<file path="config.mk">
export PLATFORM = sky130hd
export DESIGN_NAME = burst_sram_port_control
export DESIGN_NICKNAME = d
export VERILOG_FILES = /design/src/hw/burst_sram_pkg.sv /design/src/hw/burst_sram_mem.sv /design/src/hw/burst_sram_port_control.sv
export SDC_FILE = /design/constraint.sdc
export NUM_CORES = 1
export LEC_CHECK = 0
export ABC_AREA = 0
export BUFFER_PORTS_ARGS = -buffer_cell sky130_fd_sc_hd__buf_2
export CORE_MARGIN = 3
export CORE_UTILIZATION = 47
export CTS_CLUSTER_DIAMETER = 80
export DETAILED_ROUTE_END_ITERATION = 8
export PLACE_DENSITY = 0.69
export REMOVE_ABC_BUFFERS = 1
export SLEW_MARGIN = 25
export SYNTH_ARGS = -nofsm -noshare
export SYNTH_HDL_FRONTEND = slang
export SYNTH_SLANG_ARGS = --single-unit
</file>
<file path="constraint.sdc">
create_clock -name ref_clk -period 6 [get_ports ref_clk]
set_clock_uncertainty 0.1 [all_clocks]
set_input_delay 0.9 -clock ref_clk [delete_from_list [all_inputs] [get_ports ref_clk]]
set_output_delay 0.9 -clock ref_clk [all_outputs]
set_load 0.02 [all_outputs]
</file>
<file path="src/hw/burst_sram_pkg.sv">
package burst_sram_pkg;

	// word, lane and burst shape of the port
	localparam int DATA_W = 18;
	localparam int BYTE_W = 9;
	localparam int LANES = 2;
	localparam int BURST_LEN = 2;
	localparam int PAIR_W = DATA_W * BURST_LEN;
	localparam int PAIR_LANES = LANES * BURST_LEN;
	localparam int WORD1_LSB = DATA_W;

	// array size of the behavioural core
	localparam int ADDR_W = 4;
	localparam int DEPTH = 16;

	// power-up window in which the termination range is caught
	localparam int CLK_PERIOD_NS = 10;
	localparam int INIT_TIME_NS = 100;
	localparam int INIT_CYCLES_INT =
		(INIT_TIME_NS + CLK_PERIOD_NS - 1) / CLK_PERIOD_NS;
	localparam int INIT_CNT_W = 5;
	localparam logic [INIT_CNT_W-1:0] INIT_LAST =
		INIT_CNT_W'(INIT_CYCLES_INT - 1);

	// write burst progress
	typedef enum logic [1:0] {WR_IDLE, WR_LOW, WR_HIGH} wr_e;

	// every pin sampled from the controller side
	typedef struct packed {
		logic k;
		logic kn;
		logic loadStrobeN;
		logic readWrite;
		logic [ADDR_W-1:0] addr;
		logic [DATA_W-1:0] dq;
		logic [LANES-1:0] byteWriteSelN;
		logic termSel;
		logic termFloat;
	} pins_s;

	// reset values
	localparam pins_s PINS_RST = '{k: 1'b0, kn: 1'b0,
		loadStrobeN: 1'b1, readWrite: 1'b1, addr: '0, dq: '0,
		byteWriteSelN: '1, termSel: 1'b1, termFloat: 1'b0};
	localparam logic ECHO_RST = 1'b0;
	localparam logic TERM_HIGH_RST = 1'b1;

endpackage

</file>
<file path="src/hw/burst_sram_mem.sv">
`timescale 1ns/10ps
`default_nettype none

module burst_sram_mem (
	// clock and reset
	input wire logic clk,
	input wire logic rst,
	// write port, one enable per byte lane of the word pair
	input wire logic wrEn,
	input wire logic [burst_sram_pkg::ADDR_W-1:0] wrAddr,
	input wire logic [burst_sram_pkg::PAIR_W-1:0] wrData,
	input wire logic [burst_sram_pkg::PAIR_LANES-1:0] wrByteEn,
	// read port, data registered
	input wire logic rdEn,
	input wire logic [burst_sram_pkg::ADDR_W-1:0] rdAddr,
	output logic [burst_sram_pkg::PAIR_W-1:0] rdData
);

	genvar lane;
	generate
		for (lane = 0; lane < burst_sram_pkg::PAIR_LANES; lane++) begin : g_lane
			logic [burst_sram_pkg::BYTE_W-1:0] bank [burst_sram_pkg::DEPTH];

			// a lane of its own keeps each byte single-driven; no reset on storage
			always_ff @(posedge clk) begin
				if (wrEn && wrByteEn[lane]) begin
					bank[wrAddr] <= wrData[lane*burst_sram_pkg::BYTE_W +:
						burst_sram_pkg::BYTE_W];
				end
			end

			// read during a write to the same word returns the old contents
			always_ff @(posedge clk or posedge rst) begin
				if (rst) begin
					rdData[lane*burst_sram_pkg::BYTE_W +:
						burst_sram_pkg::BYTE_W] <= '0;
				end else if (rdEn) begin
					rdData[lane*burst_sram_pkg::BYTE_W +:
						burst_sram_pkg::BYTE_W] <= bank[rdAddr];
				end
			end
		end
	endgenerate

endmodule

`default_nettype wire

</file>
<file path="src/hw/burst_sram_port_control.sv">
// Contract
// - low load strobe: select high reads, low writes
// - valid indicator marks cycles of driven read data
// - valid indicator changes on echo clock edges
// - accesses start on positive input clock rise
// - capture inputs and launch first word on K
// - capture and launch second word on negative clock; writes capture word0 there and word1 on K
// - free-running echo pair follows the input clocks
// - termination on only during writes, off for reads
// - termination range caught once at power-up
// - floating range select gives the high range
// - termination only on data, byte selects, clocks
// - load defines cycle; every burst is two words
// - data both edges; bus released when not reading
// - active-low byte selects mask bytes per word
`timescale 1ns/10ps
`default_nettype none

module burst_sram_port_control (
	// system clock and reset
	input wire logic ref_clk,
	input wire logic rst,
	// input clock pair from the controller
	input wire logic kPin,
	input wire logic kNegPin,
	// command pins
	input wire logic loadStrobeN,
	input wire logic readWriteSel,
	input wire logic [burst_sram_pkg::ADDR_W-1:0] addrPin,
	// data bus, split into its three signals
	input wire logic [burst_sram_pkg::DATA_W-1:0] dqIn,
	output logic [burst_sram_pkg::DATA_W-1:0] dqOut,
	output logic dqOe,
	input wire logic [burst_sram_pkg::LANES-1:0] byteWriteSelN,
	// echo clocks and valid indicator
	output logic echoClockPos,
	output logic echoClockNeg,
	output logic outputValid,
	// termination range select and per-group enables
	input wire logic termRangeSelect,
	input wire logic termRangeFloat,
	output logic termRangeHigh,
	output logic termDataEn,
	output logic termBwsEn,
	output logic termClkEn
);

	burst_sram_pkg::pins_s pinNow, pinMeta, pinSync;
	logic kRise, knRise, loadActive;
	logic next_echoClockPos, next_echoClockNeg;
	burst_sram_pkg::wr_e wrState, next_wrState;
	logic [burst_sram_pkg::ADDR_W-1:0] wrAddr, next_wrAddr;
	logic [burst_sram_pkg::DATA_W-1:0] wrLow, next_wrLow, next_dqOut;
	logic [burst_sram_pkg::LANES-1:0] wrLowEn, next_wrLowEn;
	logic termEn, next_termEn, memWrEn, memRdEn;
	logic [burst_sram_pkg::PAIR_W-1:0] memWrData, memRdData;
	logic [burst_sram_pkg::PAIR_LANES-1:0] memByteEn;
	logic rdPending, next_rdPending, secondPending, next_secondPending;
	logic [burst_sram_pkg::DATA_W-1:0] secondWord, next_secondWord;
	logic next_dqOe, next_outputValid;
	logic [burst_sram_pkg::INIT_CNT_W-1:0] initCount, next_initCount;
	logic rangeLatched, next_rangeLatched, next_termRangeHigh;

	// byte select active low, so enable is its inverse
	function automatic logic [burst_sram_pkg::LANES-1:0] laneEnable(
		input logic [burst_sram_pkg::LANES-1:0] selN);
		laneEnable = ~selN;
	endfunction

	// every pin is foreign to ref_clk, including the clock pair
	assign pinNow = {kPin, kNegPin, loadStrobeN, readWriteSel, addrPin,
		dqIn, byteWriteSelN, termRangeSelect, termRangeFloat};

	// two-flop synchroniser; all pins are delayed alike, so K keeps its data
	always_ff @(posedge ref_clk or posedge rst) begin
		if (rst) begin
			pinMeta <= burst_sram_pkg::PINS_RST;
			pinSync <= burst_sram_pkg::PINS_RST;
		end else begin
			pinMeta <= pinNow;
			pinSync <= pinMeta;
		end
	end

	// edges found against the echo registers, which hold the last sample
	assign kRise = pinSync.k && !echoClockPos;
	assign knRise = pinSync.kn && !echoClockNeg;
	assign loadActive = kRise && !pinSync.loadStrobeN;

	// echo pair runs whether or not an access is open
	always_comb begin
		next_echoClockPos = pinSync.k;
		next_echoClockNeg = pinSync.kn;
	end
	always_ff @(posedge ref_clk or posedge rst) begin
		if (rst) begin
			echoClockPos <= burst_sram_pkg::ECHO_RST;
			echoClockNeg <= burst_sram_pkg::ECHO_RST;
		end else begin
			echoClockPos <= next_echoClockPos;
			echoClockNeg <= next_echoClockNeg;
		end
	end

	// write burst: word0 on the next negative rise, word1 on the next K rise
	always_comb begin
		next_wrState = wrState;
		next_wrAddr = wrAddr;
		next_wrLow = wrLow;
		next_wrLowEn = wrLowEn;
		unique case (wrState)
			burst_sram_pkg::WR_IDLE: next_wrState = burst_sram_pkg::WR_IDLE;
			burst_sram_pkg::WR_LOW: begin
				if (knRise) begin
					next_wrState = burst_sram_pkg::WR_HIGH;
					next_wrLow = pinSync.dq;
					next_wrLowEn = laneEnable(pinSync.byteWriteSelN);
				end
			end
			burst_sram_pkg::WR_HIGH: begin
				if (kRise) begin
					next_wrState = burst_sram_pkg::WR_IDLE;
				end
			end
		endcase
		// a new load may share the edge that closes the previous burst
		if (loadActive && !pinSync.readWrite &&
				wrState != burst_sram_pkg::WR_LOW) begin
			next_wrState = burst_sram_pkg::WR_LOW;
			next_wrAddr = pinSync.addr;
		end
		next_termEn = next_wrState != burst_sram_pkg::WR_IDLE;
	end
	always_ff @(posedge ref_clk or posedge rst) begin
		if (rst) begin
			wrState <= burst_sram_pkg::WR_IDLE;
			wrAddr <= '0;
			wrLow <= '0;
			wrLowEn <= '0;
			termEn <= 1'b0;
		end else begin
			wrState <= next_wrState;
			wrAddr <= next_wrAddr;
			wrLow <= next_wrLow;
			wrLowEn <= next_wrLowEn;
			termEn <= next_termEn;
		end
	end

	// the pair is written whole; masked bytes keep their stored value
	assign memWrEn = kRise && wrState == burst_sram_pkg::WR_HIGH;
	assign memWrData = {pinSync.dq, wrLow};
	assign memByteEn = {laneEnable(pinSync.byteWriteSelN), wrLowEn};
	assign memRdEn = loadActive && pinSync.readWrite;

	// termination follows write progress, on the switched groups only
	assign termDataEn = termEn;
	assign termBwsEn = termEn;
	assign termClkEn = termEn;

	burst_sram_mem u_mem (
		.clk(ref_clk),
		.rst(rst),
		.wrEn(memWrEn),
		.wrAddr(wrAddr),
		.wrData(memWrData),
		.wrByteEn(memByteEn),
		.rdEn(memRdEn),
		.rdAddr(pinSync.addr),
		.rdData(memRdData)
	);

	// read launch: word0 on the K rise after the load, word1 on the next
	// negative rise; word1 is held since a back-to-back read reloads memRdData
	always_comb begin
		next_rdPending = rdPending;
		next_secondPending = secondPending;
		next_secondWord = secondWord;
		next_dqOut = dqOut;
		next_dqOe = dqOe;
		next_outputValid = outputValid;
		if (kRise) begin
			next_rdPending = memRdEn;
			next_secondPending = rdPending;
			next_dqOe = rdPending;
			next_outputValid = rdPending;
			if (rdPending) begin
				next_dqOut = memRdData[burst_sram_pkg::DATA_W-1:0];
				next_secondWord = memRdData[burst_sram_pkg::WORD1_LSB +:
					burst_sram_pkg::DATA_W];
			end
		end else if (knRise) begin
			next_secondPending = 1'b0;
			next_dqOe = secondPending;
			next_outputValid = secondPending;
			if (secondPending) begin
				next_dqOut = secondWord;
			end
		end
	end
	always_ff @(posedge ref_clk or posedge rst) begin
		if (rst) begin
			rdPending <= 1'b0;
			secondPending <= 1'b0;
			secondWord <= '0;
			dqOut <= '0;
			dqOe <= 1'b0;
			outputValid <= 1'b0;
		end else begin
			rdPending <= next_rdPending;
			secondPending <= next_secondPending;
			secondWord <= next_secondWord;
			dqOut <= next_dqOut;
			dqOe <= next_dqOe;
			outputValid <= next_outputValid;
		end
	end

	// range caught once after reset; later changes on the pin are ignored
	always_comb begin
		next_initCount = initCount;
		next_rangeLatched = rangeLatched;
		next_termRangeHigh = termRangeHigh;
		if (!rangeLatched) begin
			if (initCount == burst_sram_pkg::INIT_LAST) begin
				next_rangeLatched = 1'b1;
				next_termRangeHigh = pinSync.termFloat || pinSync.termSel;
			end else begin
				next_initCount = initCount + 1'b1;
			end
		end
	end
	always_ff @(posedge ref_clk or posedge rst) begin
		if (rst) begin
			initCount <= '0;
			rangeLatched <= 1'b0;
			termRangeHigh <= burst_sram_pkg::TERM_HIGH_RST;
		end else begin
			initCount <= next_initCount;
			rangeLatched <= next_rangeLatched;
			termRangeHigh <= next_termRangeHigh;
		end
	end

	// checks; a K period of 125 ns is about 13 system cycles
	localparam int KWAIT = 40;
endmodule

`default_nettype wire

</file>
==> reports/metrics.yaml, run 1 <==
timing:
  rsz0062_at_grt: "false"
  maxSlewHeadroom: 0.294
  tightest_slew_ns: 1.06
  layout_setup_ws_ns: 3.06
  hold_violations: 0
  fin_crit_ns: 2.94
  slew_viol_final: 0
  min_period_over_period: 0.490
  setup_violations: 0
  max_freq_mhz: 340
floorplan:
  die_area_sq_um: 62400
  fp-row-count: 88
  die_w_um: 250
  start_util: 0.480
  core-area_sq_um: 58200
  dieHeight_um: 250
  io_pins: 58
yosys:
  seq_area_frac_synth: 0.772
  yosys-top-cells-count: "576 x edfxtp_1, 160 x dfrtp_1, 140 x mux2i_1, 106 x a22oi_1, 90 x nor2_1"
  synthFlopType: "edfxtp_1"
  synth.area.top_cells: "edfxtp_1 62%, dfrtp_1 14%, mux4_2 6.0%"
  synth-seq-cells: 747
  yosys.area_share.simple: 0.0446
  synth_edf_count: 576
  ys_async_sr_fraction: 0.229
  yosys.area_share.adder: 0.00179
  syn_area_per_cell_sq_um: 18.4
  synth_compound_area_frac: 0.0360
  synth_mux_area_frac: 0.126
  ys_warn_count: 0
  netlist_instances: 1520
  synth_top_area_share: 0.619
  synth_xor_area_frac: 0.00125
  synth.cell_area_sq_um: 28000
  netlist-cell-type-count: 40
  synth_top_family_by_area: "multiplexers"
  yosysTopAreaCell: "edfxtp_1"
  yosys.cell_count.top_type: "edfxtp_1"
finish:
  syn2layout_area_growth_pct: 12.7
  fin_area_sq_um: 31500
  fin_util: 0.541
  drive_above_1_share: 0.180
  fin_cells: 2414
  num_antenna_cells: 0
  nNetsFinal: 1624
pwr:
  cellLeakagePower_nw: 11.1
  powerDensity_nw_per_um2: 374
  vdd_ir_drop_max_mv: 0.261
global_routing:
  grt_pass1_vias: 14500
  grt_pass1_wl_mm: 95.1
  gr-usage-all-layers: 0.205
  overflow: 0
  antenna_found_initial: 4
  grt_max_degree: 102
clock_tree:
  htree_levels: 3
  post_cts_resized: 0
  cts_buffers: 75
  cts_hold_buf: 0
  tritoncts: "done"
  clk_latency_ns: 0.61
  cts-root-buf: "clkbuf_16"
  clkTransAtPathRegs_ns: 0.06
  post_cts_buffers: 0
  cts.sinks: 747
  cts_buffer_depth: 3
outcome:
  status: "finished clean"
routing:
  vias_per_cell: 5.87
  detail-route-antenna-nets: 0
  wl_per_cell_um: 26.0
  drcViolationCount: 0
  wirelength_mm: 62.7
  num_vias: 14200
  drtPass1Iterations: 6
  drtIter0Drc: 1602
placed_design:
  dpl.hpwl_mm: 40.0
  dpl_cell_area_sq_um: 28900
  dp_cells: 2276
  place_congestion: 0.849
  post-place-ws_ns: 3.03
  port_buffers: 57
worst_setup_path:
  cp_slowest_cell: "nor2_1"
  critPathCaptureType: "flip-flop"
  arrival_ns: 3.07
  cp.required_ns: 6.13
  crit_start: "next_echoClockPos"
  cp.buffers_inverters: 1
  cp_top_family: "simple AND/OR/NAND/NOR gates"
  criticalPathCategory: "reg2reg"
  cp.depth: 4
  r2r_setup_slack_ns: 3.06
  rr_worst_depth: 4
  slowest_delay_ns: 0.99
  crit_chain: "nor2b_2 > buf_4 > nand3b_1 > nor2_1"
  reg2reg_to: "u_mem.g_lane[2].bank[15][2]"
  cp_max_fo: 24
  r2r_start: "next_echoClockPos"
  endpoint: "u_mem.g_lane[2].bank[15][2]"
  start_kind: "flip-flop"
flow_run:
  maxCapViolCount: 0
worst_hold_path:
  hp-class: "reg2reg"
metrics by stage:
| step | setup TNS (ns) | total power, mW | hold slack, ns |
|---|---|---|---|
| finish | 0 | 11.8 | 0.241 |
| global route | 0 | 12.2 | 0.250 |
| CTS | 0 | 11.9 | 0.240 |
| detailed placement | 0 | 7.04 | 0.235 |
| global placement | 0 | 7.01 | 0.232 |
| floorplan | -90.19 | 6.67 | 0.231 |
layout make-up:
cell class | instances | area (sq um)
clock buffer | 102 | 2120
clock inverter | 36 | 462
fill | 4379 | 26800
inverter | 10 | 45.0
multi-input combinational | 681 | 5890
sequential | 747 | 21600
tap | 765 | 957
timing repair buffer | 73 | 430
worst min path at each step:
stage / start / end / cells after the start
after floorplan: pinMeta[4] / memWrData[18] / 0
after global placement: pinMeta[16] / memWrData[30] / 0
after detailed placement: pinMeta[12] / memWrData[26] / 0
after CTS: pinMeta[12] / memWrData[26] / 0
after global routing: pinMeta[12] / memWrData[26] / 0
final: pinMeta[12] / memWrData[26] / 0
cells in the final DEF (no fill, tap or decap), drive strengths merged, types with 3 or more instances in the layout:
cell type,Yosys,final
clkinv,1,22
edfxtp,576,576
nand3b,3,3
o21ai,3,3
dfstp,11,11
buf,43,73
nor2b,9,9
mux2,41,41
dfrtp,160,160
xnor2,3,3
a22oi,106,106
mux4,74,74
nor2,90,90
clkinvlp,0,3
inv,9,10
nand2,88,88
clkbuf,39,102
mux2i,140,140
nand3,80,80
bufinv,0,11
a31oi,19,19
a21oi,3,3
ha,4,4
worst register-to-register path, delay by kind of cell (launching register included):
kind          cells  cell delay (ns)
buf+inv           1             0.31
flops             1             0.43
simple gates      3             1.72
flip-flops by register name, indices dropped and copies added, names as in the netlist, 10 cells and up:
| name | count |
|---|---|
| pinMeta | 30 |
| pinSync | 10 |
| secondWord | 18 |
| dqOut | 18 |
| memWrData | 18 |
| u_mem.rdData | 36 |
| u_mem.g_lane.bank | 576 |
| wrLow | 18 |
power breakdown:
part           internal, mW  total [mW]  switching, mW
combinational         0.263       0.666          0.403
sequential             5.89        6.27          0.372
clock                  2.95        4.84           1.88
per-layer routing:
metal | routed length (um) | part of all wire | track usage | vias to the layer above
met2 | 30300 | 0.48 | 0.325 | 600
met3 | 4700 | 0.075 | 0.0418 | 107
met5 | 0 | 0 | 0 | -
met4 | 1630 | 0.026 | 0.0617 | 0
met1 | 26100 | 0.42 | 0.289 | 7389
li1 | - | - | - | 6085
logic make-up after synthesis:
group,after synthesis
flip-flops,747
AND/OR/NAND/NOR,281
multiplexers,255
AO/OA/AOI/OAI,137
buffers and inverters,92
XOR/XNOR,4
adder cells (fa/ha/maj),4
Power figures use the tool's default switching activity.
==> inputs of run 2 (changes only) <==
PLACE_DENSITY = 0.71   (was 0.69)
clock period = 2.5 ns   (was 6 ns; I/O delays follow)
==> run 2 against run 1 <==
Sequential power is 140% higher. Worst hold slack better by 0.0044 ns. Total power is 130% higher. Fmax is 28% higher. Non-clock buffer count is 121 higher. Utilization is 1.6 points higher. Critical path depth is 1 higher. Flip-flop and latch count stayed put. Worst setup slack worse by 2.9 ns. First-iteration DRC count is 15% lower. Critical path type unchanged.
==> reports/metrics.yaml, run 2 (synthesis gave the netlist of run 1 again) <==
worst_setup_path:
  r2r_setup_slack_ns: 0.20
  cp_slowest_cell: "nand4bb_2"
  start_kind: "flip-flop"
  cp.required_ns: 2.93
  r2r_start: "echoClockPos"
  crit_chain: "nand4bb_2 > nor3_4 > buf_4 > a22oi_1 > nand3_1"
  slowest_delay_ns: 0.59
  cp_top_family: "simple AND/OR/NAND/NOR gates"
  arrival_ns: 2.73
  cp.buffers_inverters: 1
  critPathCaptureType: "flip-flop"
  cp_max_fo: 18
  rr_worst_depth: 5
  criticalPathCategory: "reg2reg"
  reg2reg_to: "u_mem.rdData[34]"
finish:
  nNetsFinal: 1744
  layout_common_cells: "576 x edfxtp_1, 158 x dfrtp_1, 140 x mux2i_1"
  n_fill_cell: 4319
  syn2layout_area_growth_pct: 15.9
  num_antenna_cells: 0
  multiInputGateArea_sq_um: 5890
  drive_above_1_share: 0.213
  layout_commonest_cell: "edfxtp_1"
  top_register: "u_mem.g_lane.bank"
  fin_area_sq_um: 32400
  regArea_sq_um: 21600
  largest_register_ffs: 576
timing:
  rsz0062_at_grt: "false"
  layout_setup_ws_ns: 0.202
  min_period_over_period: 0.919
  slew_viol_final: 0
  hold_violations: 0
  tightest_slew_ns: 0.695
  setup_violations: 0
  maxSlewHeadroom: 0.536
  whs_ns: 0.245
  max_freq_mhz: 435
  fin_crit_ns: 2.30
placed_design:
  dpl_cell_area_sq_um: 29800
  dpl.hpwl_mm: 39.4
  port_buffers: 57
  place_congestion: 0.850
  post-place-ws_ns: 0.217
clock_tree:
  cts_buffer_depth: 3
  cts.sinks: 747
  cts-root-buf: "clkbuf_16"
  htree_levels: 3
  clkTransAtPathRegs_ns: 0.06
  clk_latency_ns: 0.62
  cts_buffers: 74
  post_cts_buffers: 0
  tritoncts: "done"
routing:
  num_vias: 14700
  detail-route-antenna-nets: 0
  vias_per_cell: 5.80
  wl_per_cell_um: 24.5
  wirelength_mm: 62.1
  drtPass1Iterations: 5
  drcViolationCount: 0
  drtIter0Drc: 1361
pwr:
  powerDensity_nw_per_um2: 844
  cellLeakagePower_nw: 11.7
  vdd_ir_drop_max_mv: 0.658
worst_hold_path:
  min_from: "pinMeta[0]"
  hp-class: "reg2reg"
  whs_path_depth: 0
  holdPathEnd: "pinSync[0]"
floorplan:
  die_w_um: 250
  die_area_sq_um: 62400
  io_pins: 58
  core-area_sq_um: 58200
  start_util: 0.480
  fp-row-count: 88
  dieHeight_um: 250
global_routing:
  antenna_found_initial: 0
  gr-usage-all-layers: 0.201
  grt_max_degree: 66
  grt_pass1_wl_mm: 94.2
  grt_pass1_vias: 15000
  overflow: 0
outcome:
  status: "finished clean"
flow_run:
  maxCapViolCount: 0
==> run 2: cell types whose count changed in the layout (fill, tap and decap cells not counted), sizes merged <==
cell,change
dlygate4sd3,+31
bufinv,-6
clkinvlp,-3
inv,+1
clkbuf,-1
buf,+90
clkinv,+6
==> run 2: where the power goes <==
group	internal (mW)	switching, mW	total (mW)
Combinational	0.707	0.968	1.68
Sequential	14.1	0.835	15.0
Clock	6.25	4.43	10.7
Total	21.1	6.23	27.3
==> run 2: cell type report <==
| class | instances | area share |
|---|---|---|
| tap | 765 | 0.0295 |
| sequential | 747 | 0.667 |
| timing repair buffer | 194 | 0.0487 |
| clock buffer | 101 | 0.0632 |
| clock inverter | 34 | 0.00888 |
| multi-input combinational | 681 | 0.182 |
| inverter | 10 | 0.00139 |
==> run 2: timing repair <==
action                    4_1_cts  5_1_grt
hold endpoints to repair       88        0
gates resized for setup         0        0
hold buffers                   31        0
==> run 2: per-layer routing <==
layer	up-vias	global-route usage	routed length, um
li1	6313	-	-
met3	136	0.0500	5320
met1	7614	0.284	25600
met2	610	0.309	29300
met5	-	0	0
met4	0	0.0676	1950
==> run 2: worst max path at each step <==
stage	start	to	slack, ns	cells after the start
after floorplan	pinSync[22]	u_mem.rdData[5]	-6.23	3
after global placement	pinSync[22]	u_mem.rdData[20]	0.22	4
after detailed placement	pinSync[22]	u_mem.rdData[20]	0.22	4
after CTS	pinSync[22]	u_mem.rdData[20]	0.22	4
after global routing	pinSync[22]	u_mem.rdData[3]	0.09	4
final	echoClockPos	u_mem.rdData[34]	0.20	5
==> run 2: through the flow <==
stage | power (mW) | util | setup TNS, ns | std cells
6_report | 27.3 | 0.556 | 0 | 2532
3_5_place_dp | 16.9 | 0.511 | 0 | 2366
5_1_grt | 28.2 | 0.556 | 0 | 2532
4_1_cts | 27.6 | 0.556 | 0 | 2532
2_1_floorplan | 16.0 | - | -913.29 | 1438
3_3_place_gp | 16.8 | 0.511 | 0 | 2366
==> inputs of run 3 (changes only) <==
CORE_ASPECT_RATIO = 0.8   (was default)
==> run 3 against run 2 <==
Clock power about the same. Register-to-register slack better by 0.06 ns. Count of clock-buffer cells in the layout up 2. Critical path type unchanged. Highest routed layer is now met5.
==> reports/metrics.yaml, run 3 (synthesis gave the netlist of run 1 again) <==
global_routing:
  grt_pass1_vias: 15000
  antenna_found_initial: 3
  grt_max_degree: 61
  gr-usage-all-layers: 0.203
  grt_pass1_wl_mm: 94.3
  overflow: 0
worst_setup_path:
  r2r_setup_slack_ns: 0.26
  r2r_start: "pinSync[22]"
  cp.buffers_inverters: 1
  crit_start: "pinSync[22]"
  cp_top_family: "flip-flops"
  cp_max_fo: 44
  cp_slowest_cell: "dfrtp_4"
  start_kind: "flip-flop"
  critPathCaptureType: "flip-flop"
  cp.required_ns: 2.90
  slowest_delay_ns: 0.70
  arrival_ns: 2.64
  rr_worst_depth: 4
  criticalPathCategory: "reg2reg"
  crit_chain: "buf_12 > mux4_2 > a22oi_1 > nand3_1"
  reg2reg_to: "u_mem.rdData[23]"
finish:
  layout_commonest_cell: "edfxtp_1"
  layout_common_cells: "576 x edfxtp_1, 158 x dfrtp_1, 140 x mux2i_1"
  fin_cells: 2538
  largest_register_ffs: 576
  fin_area_sq_um: 32400
  drive_above_1_share: 0.217
  n_fill_cell: 4448
  nNetsFinal: 1743
  fin_util: 0.554
  top_register: "u_mem.g_lane.bank"
  syn2layout_area_growth_pct: 16.0
routing:
  num_vias: 14700
  drcViolationCount: 0
  drtIter0Drc: 1708
  drtPass1Iterations: 5
  wirelength_mm: 62.2
  detail-route-antenna-nets: 0
  vias_per_cell: 5.78
  wl_per_cell_um: 24.5
timing:
  min_period_over_period: 0.895
  tightest_slew_ns: 0.699
  setup_violations: 0
  rsz0062_at_grt: "false"
  fin_crit_ns: 2.24
  maxSlewHeadroom: 0.534
  slew_viol_final: 0
  hold_violations: 0
  max_freq_mhz: 447
pwr:
  pwr-share-seq: 0.543
  cellLeakagePower_nw: 11.7
  powerDensity_nw_per_um2: 852
  p_total_mw: 27.6
  switchingPower_mw: 6.38
  p_sw_frac: 0.231
  vdd_ir_drop_max_mv: 0.485
  p_comb_frac: 0.059
  internal-power_mw: 21.2
  clkPwrFrac: 0.398
clock_tree:
  htree_levels: 3
  cts_buffers: 73
  cts_buffer_depth: 3
  cts.sinks: 747
  tritoncts: "done"
  clk_latency_ns: 0.62
  cts-root-buf: "clkbuf_16"
  clkTransAtPathRegs_ns: 0.07
placed_design:
  dpl_cell_area_sq_um: 29700
  place_congestion: 0.825
  dp_cells: 2370
  dpl.hpwl_mm: 39.3
  port_buffers: 57
flow_run:
  maxCapViolCount: 0
floorplan:
  io_pins: 58
  fp-row-count: 79
  die_area_sq_um: 62500
  start_util: 0.478
  core-area_sq_um: 58500
  die_w_um: 279
  dieHeight_um: 224
worst_hold_path:
  whs_path_depth: 0
  min_from: "pinMeta[28]"
  hp-class: "reg2reg"
  holdPathEnd: "next_echoClockNeg"
outcome:
  status: "finished clean"
==> run 3: cell count changes in the layout (fill, tap and decap cells not counted) <==
| cell | previous run | this run |
|---|---|---|
| clkinv_1 | 13 | 7 |
| buf_12 | 15 | 11 |
| buf_4 | 91 | 95 |
| clkbuf_8 | 3 | 7 |
| clkinv_2 | 15 | 12 |
| clkbuf_16 | 77 | 75 |
| clkinv_4 | 0 | 2 |
| clkinv_8 | 0 | 2 |
| clkinvlp_4 | 0 | 2 |
| bufinv_16 | 5 | 6 |
| diode_2 | 0 | 1 |
| inv_16 | 0 | 1 |
==> run 3: cell type report <==
cell class / count / area (sq um) / share of cell area
Clock buffer: 103 / 2050 / 0.0633
Tap cell: 769 / 962 / 0.0297
Clock inverter: 33 / 365 / 0.0113
Timing Repair Buffer: 194 / 1530 / 0.0471
Sequential cell: 747 / 21600 / 0.666
Multi-Input combinational cell: 681 / 5890 / 0.181
Inverter: 10 / 45.0 / 0.00139
Antenna cell: 1 / 2.50 / 0.0000771
==> run 3: metrics by stage <==
stage | setup TNS, ns | setup WS [ns] | hold slack [ns]
3_5_place_dp | 0 | 0.313 | 0.235
2_1_floorplan | -913.29 | -6.23 | 0.231
3_3_place_gp | 0 | 0.303 | 0.232
4_1_cts | 0 | 0.243 | 0.231
6_report | 0 | 0.261 | 0.236
5_1_grt | 0 | 0.132 | 0.234
==> run 3: power by group through the flow <==
stage	Sequential, mW	Combinational [mW]	Clock (mW)
5_1_grt	15.1	1.79	11.7
2_1_floorplan	15.0	0.961	0
3_5_place_dp	15.3	1.60	0
3_3_place_gp	15.2	1.56	0
4_1_cts	15.0	1.65	11.2
6_report	15.0	1.64	11.0
==> run 3: layer usage <==
layer | part of all wire | track usage | vias up
met5 | 0.00027 | 0 | -
met2 | 0.46 | 0.304 | 589
met4 | 0.023 | 0.0574 | 2
met1 | 0.43 | 0.302 | 7658
met3 | 0.086 | 0.0462 | 111
li1 | - | - | 6304
==> run 3: repair_timing <==
item | in CTS | in global routing
gates resized for setup | 0 | 0
buffers inserted | 0 | 0
hold buffers | 31 | 0
endpoints found under the hold margin | 76 | 0
==> run 3: how the worst max path moves through the flow <==
stage	to	slack (ns)	cells past startpoint
after floorplan	u_mem.rdData[5]	-6.23	3
after global placement	u_mem.rdData[20]	0.30	4
after detailed placement	u_mem.rdData[20]	0.31	4
after CTS	u_mem.rdData[23]	0.24	4
after global routing	u_mem.g_lane[1].bank[14][6]	0.13	5
final	u_mem.rdData[23]	0.26	4
==> run 3: worst register-to-register path, delay by kind of cell (launching register included) <==
| kind | cells | cell delay, ns |
|---|---|---|
| flip-flops | 1 | 0.70 |
| AO/OA/AOI/OAI | 1 | 0.24 |
| AND/OR/NAND/NOR | 1 | 0.11 |
| multiplexers | 1 | 0.59 |
| buffers and inverters | 1 | 0.39 |
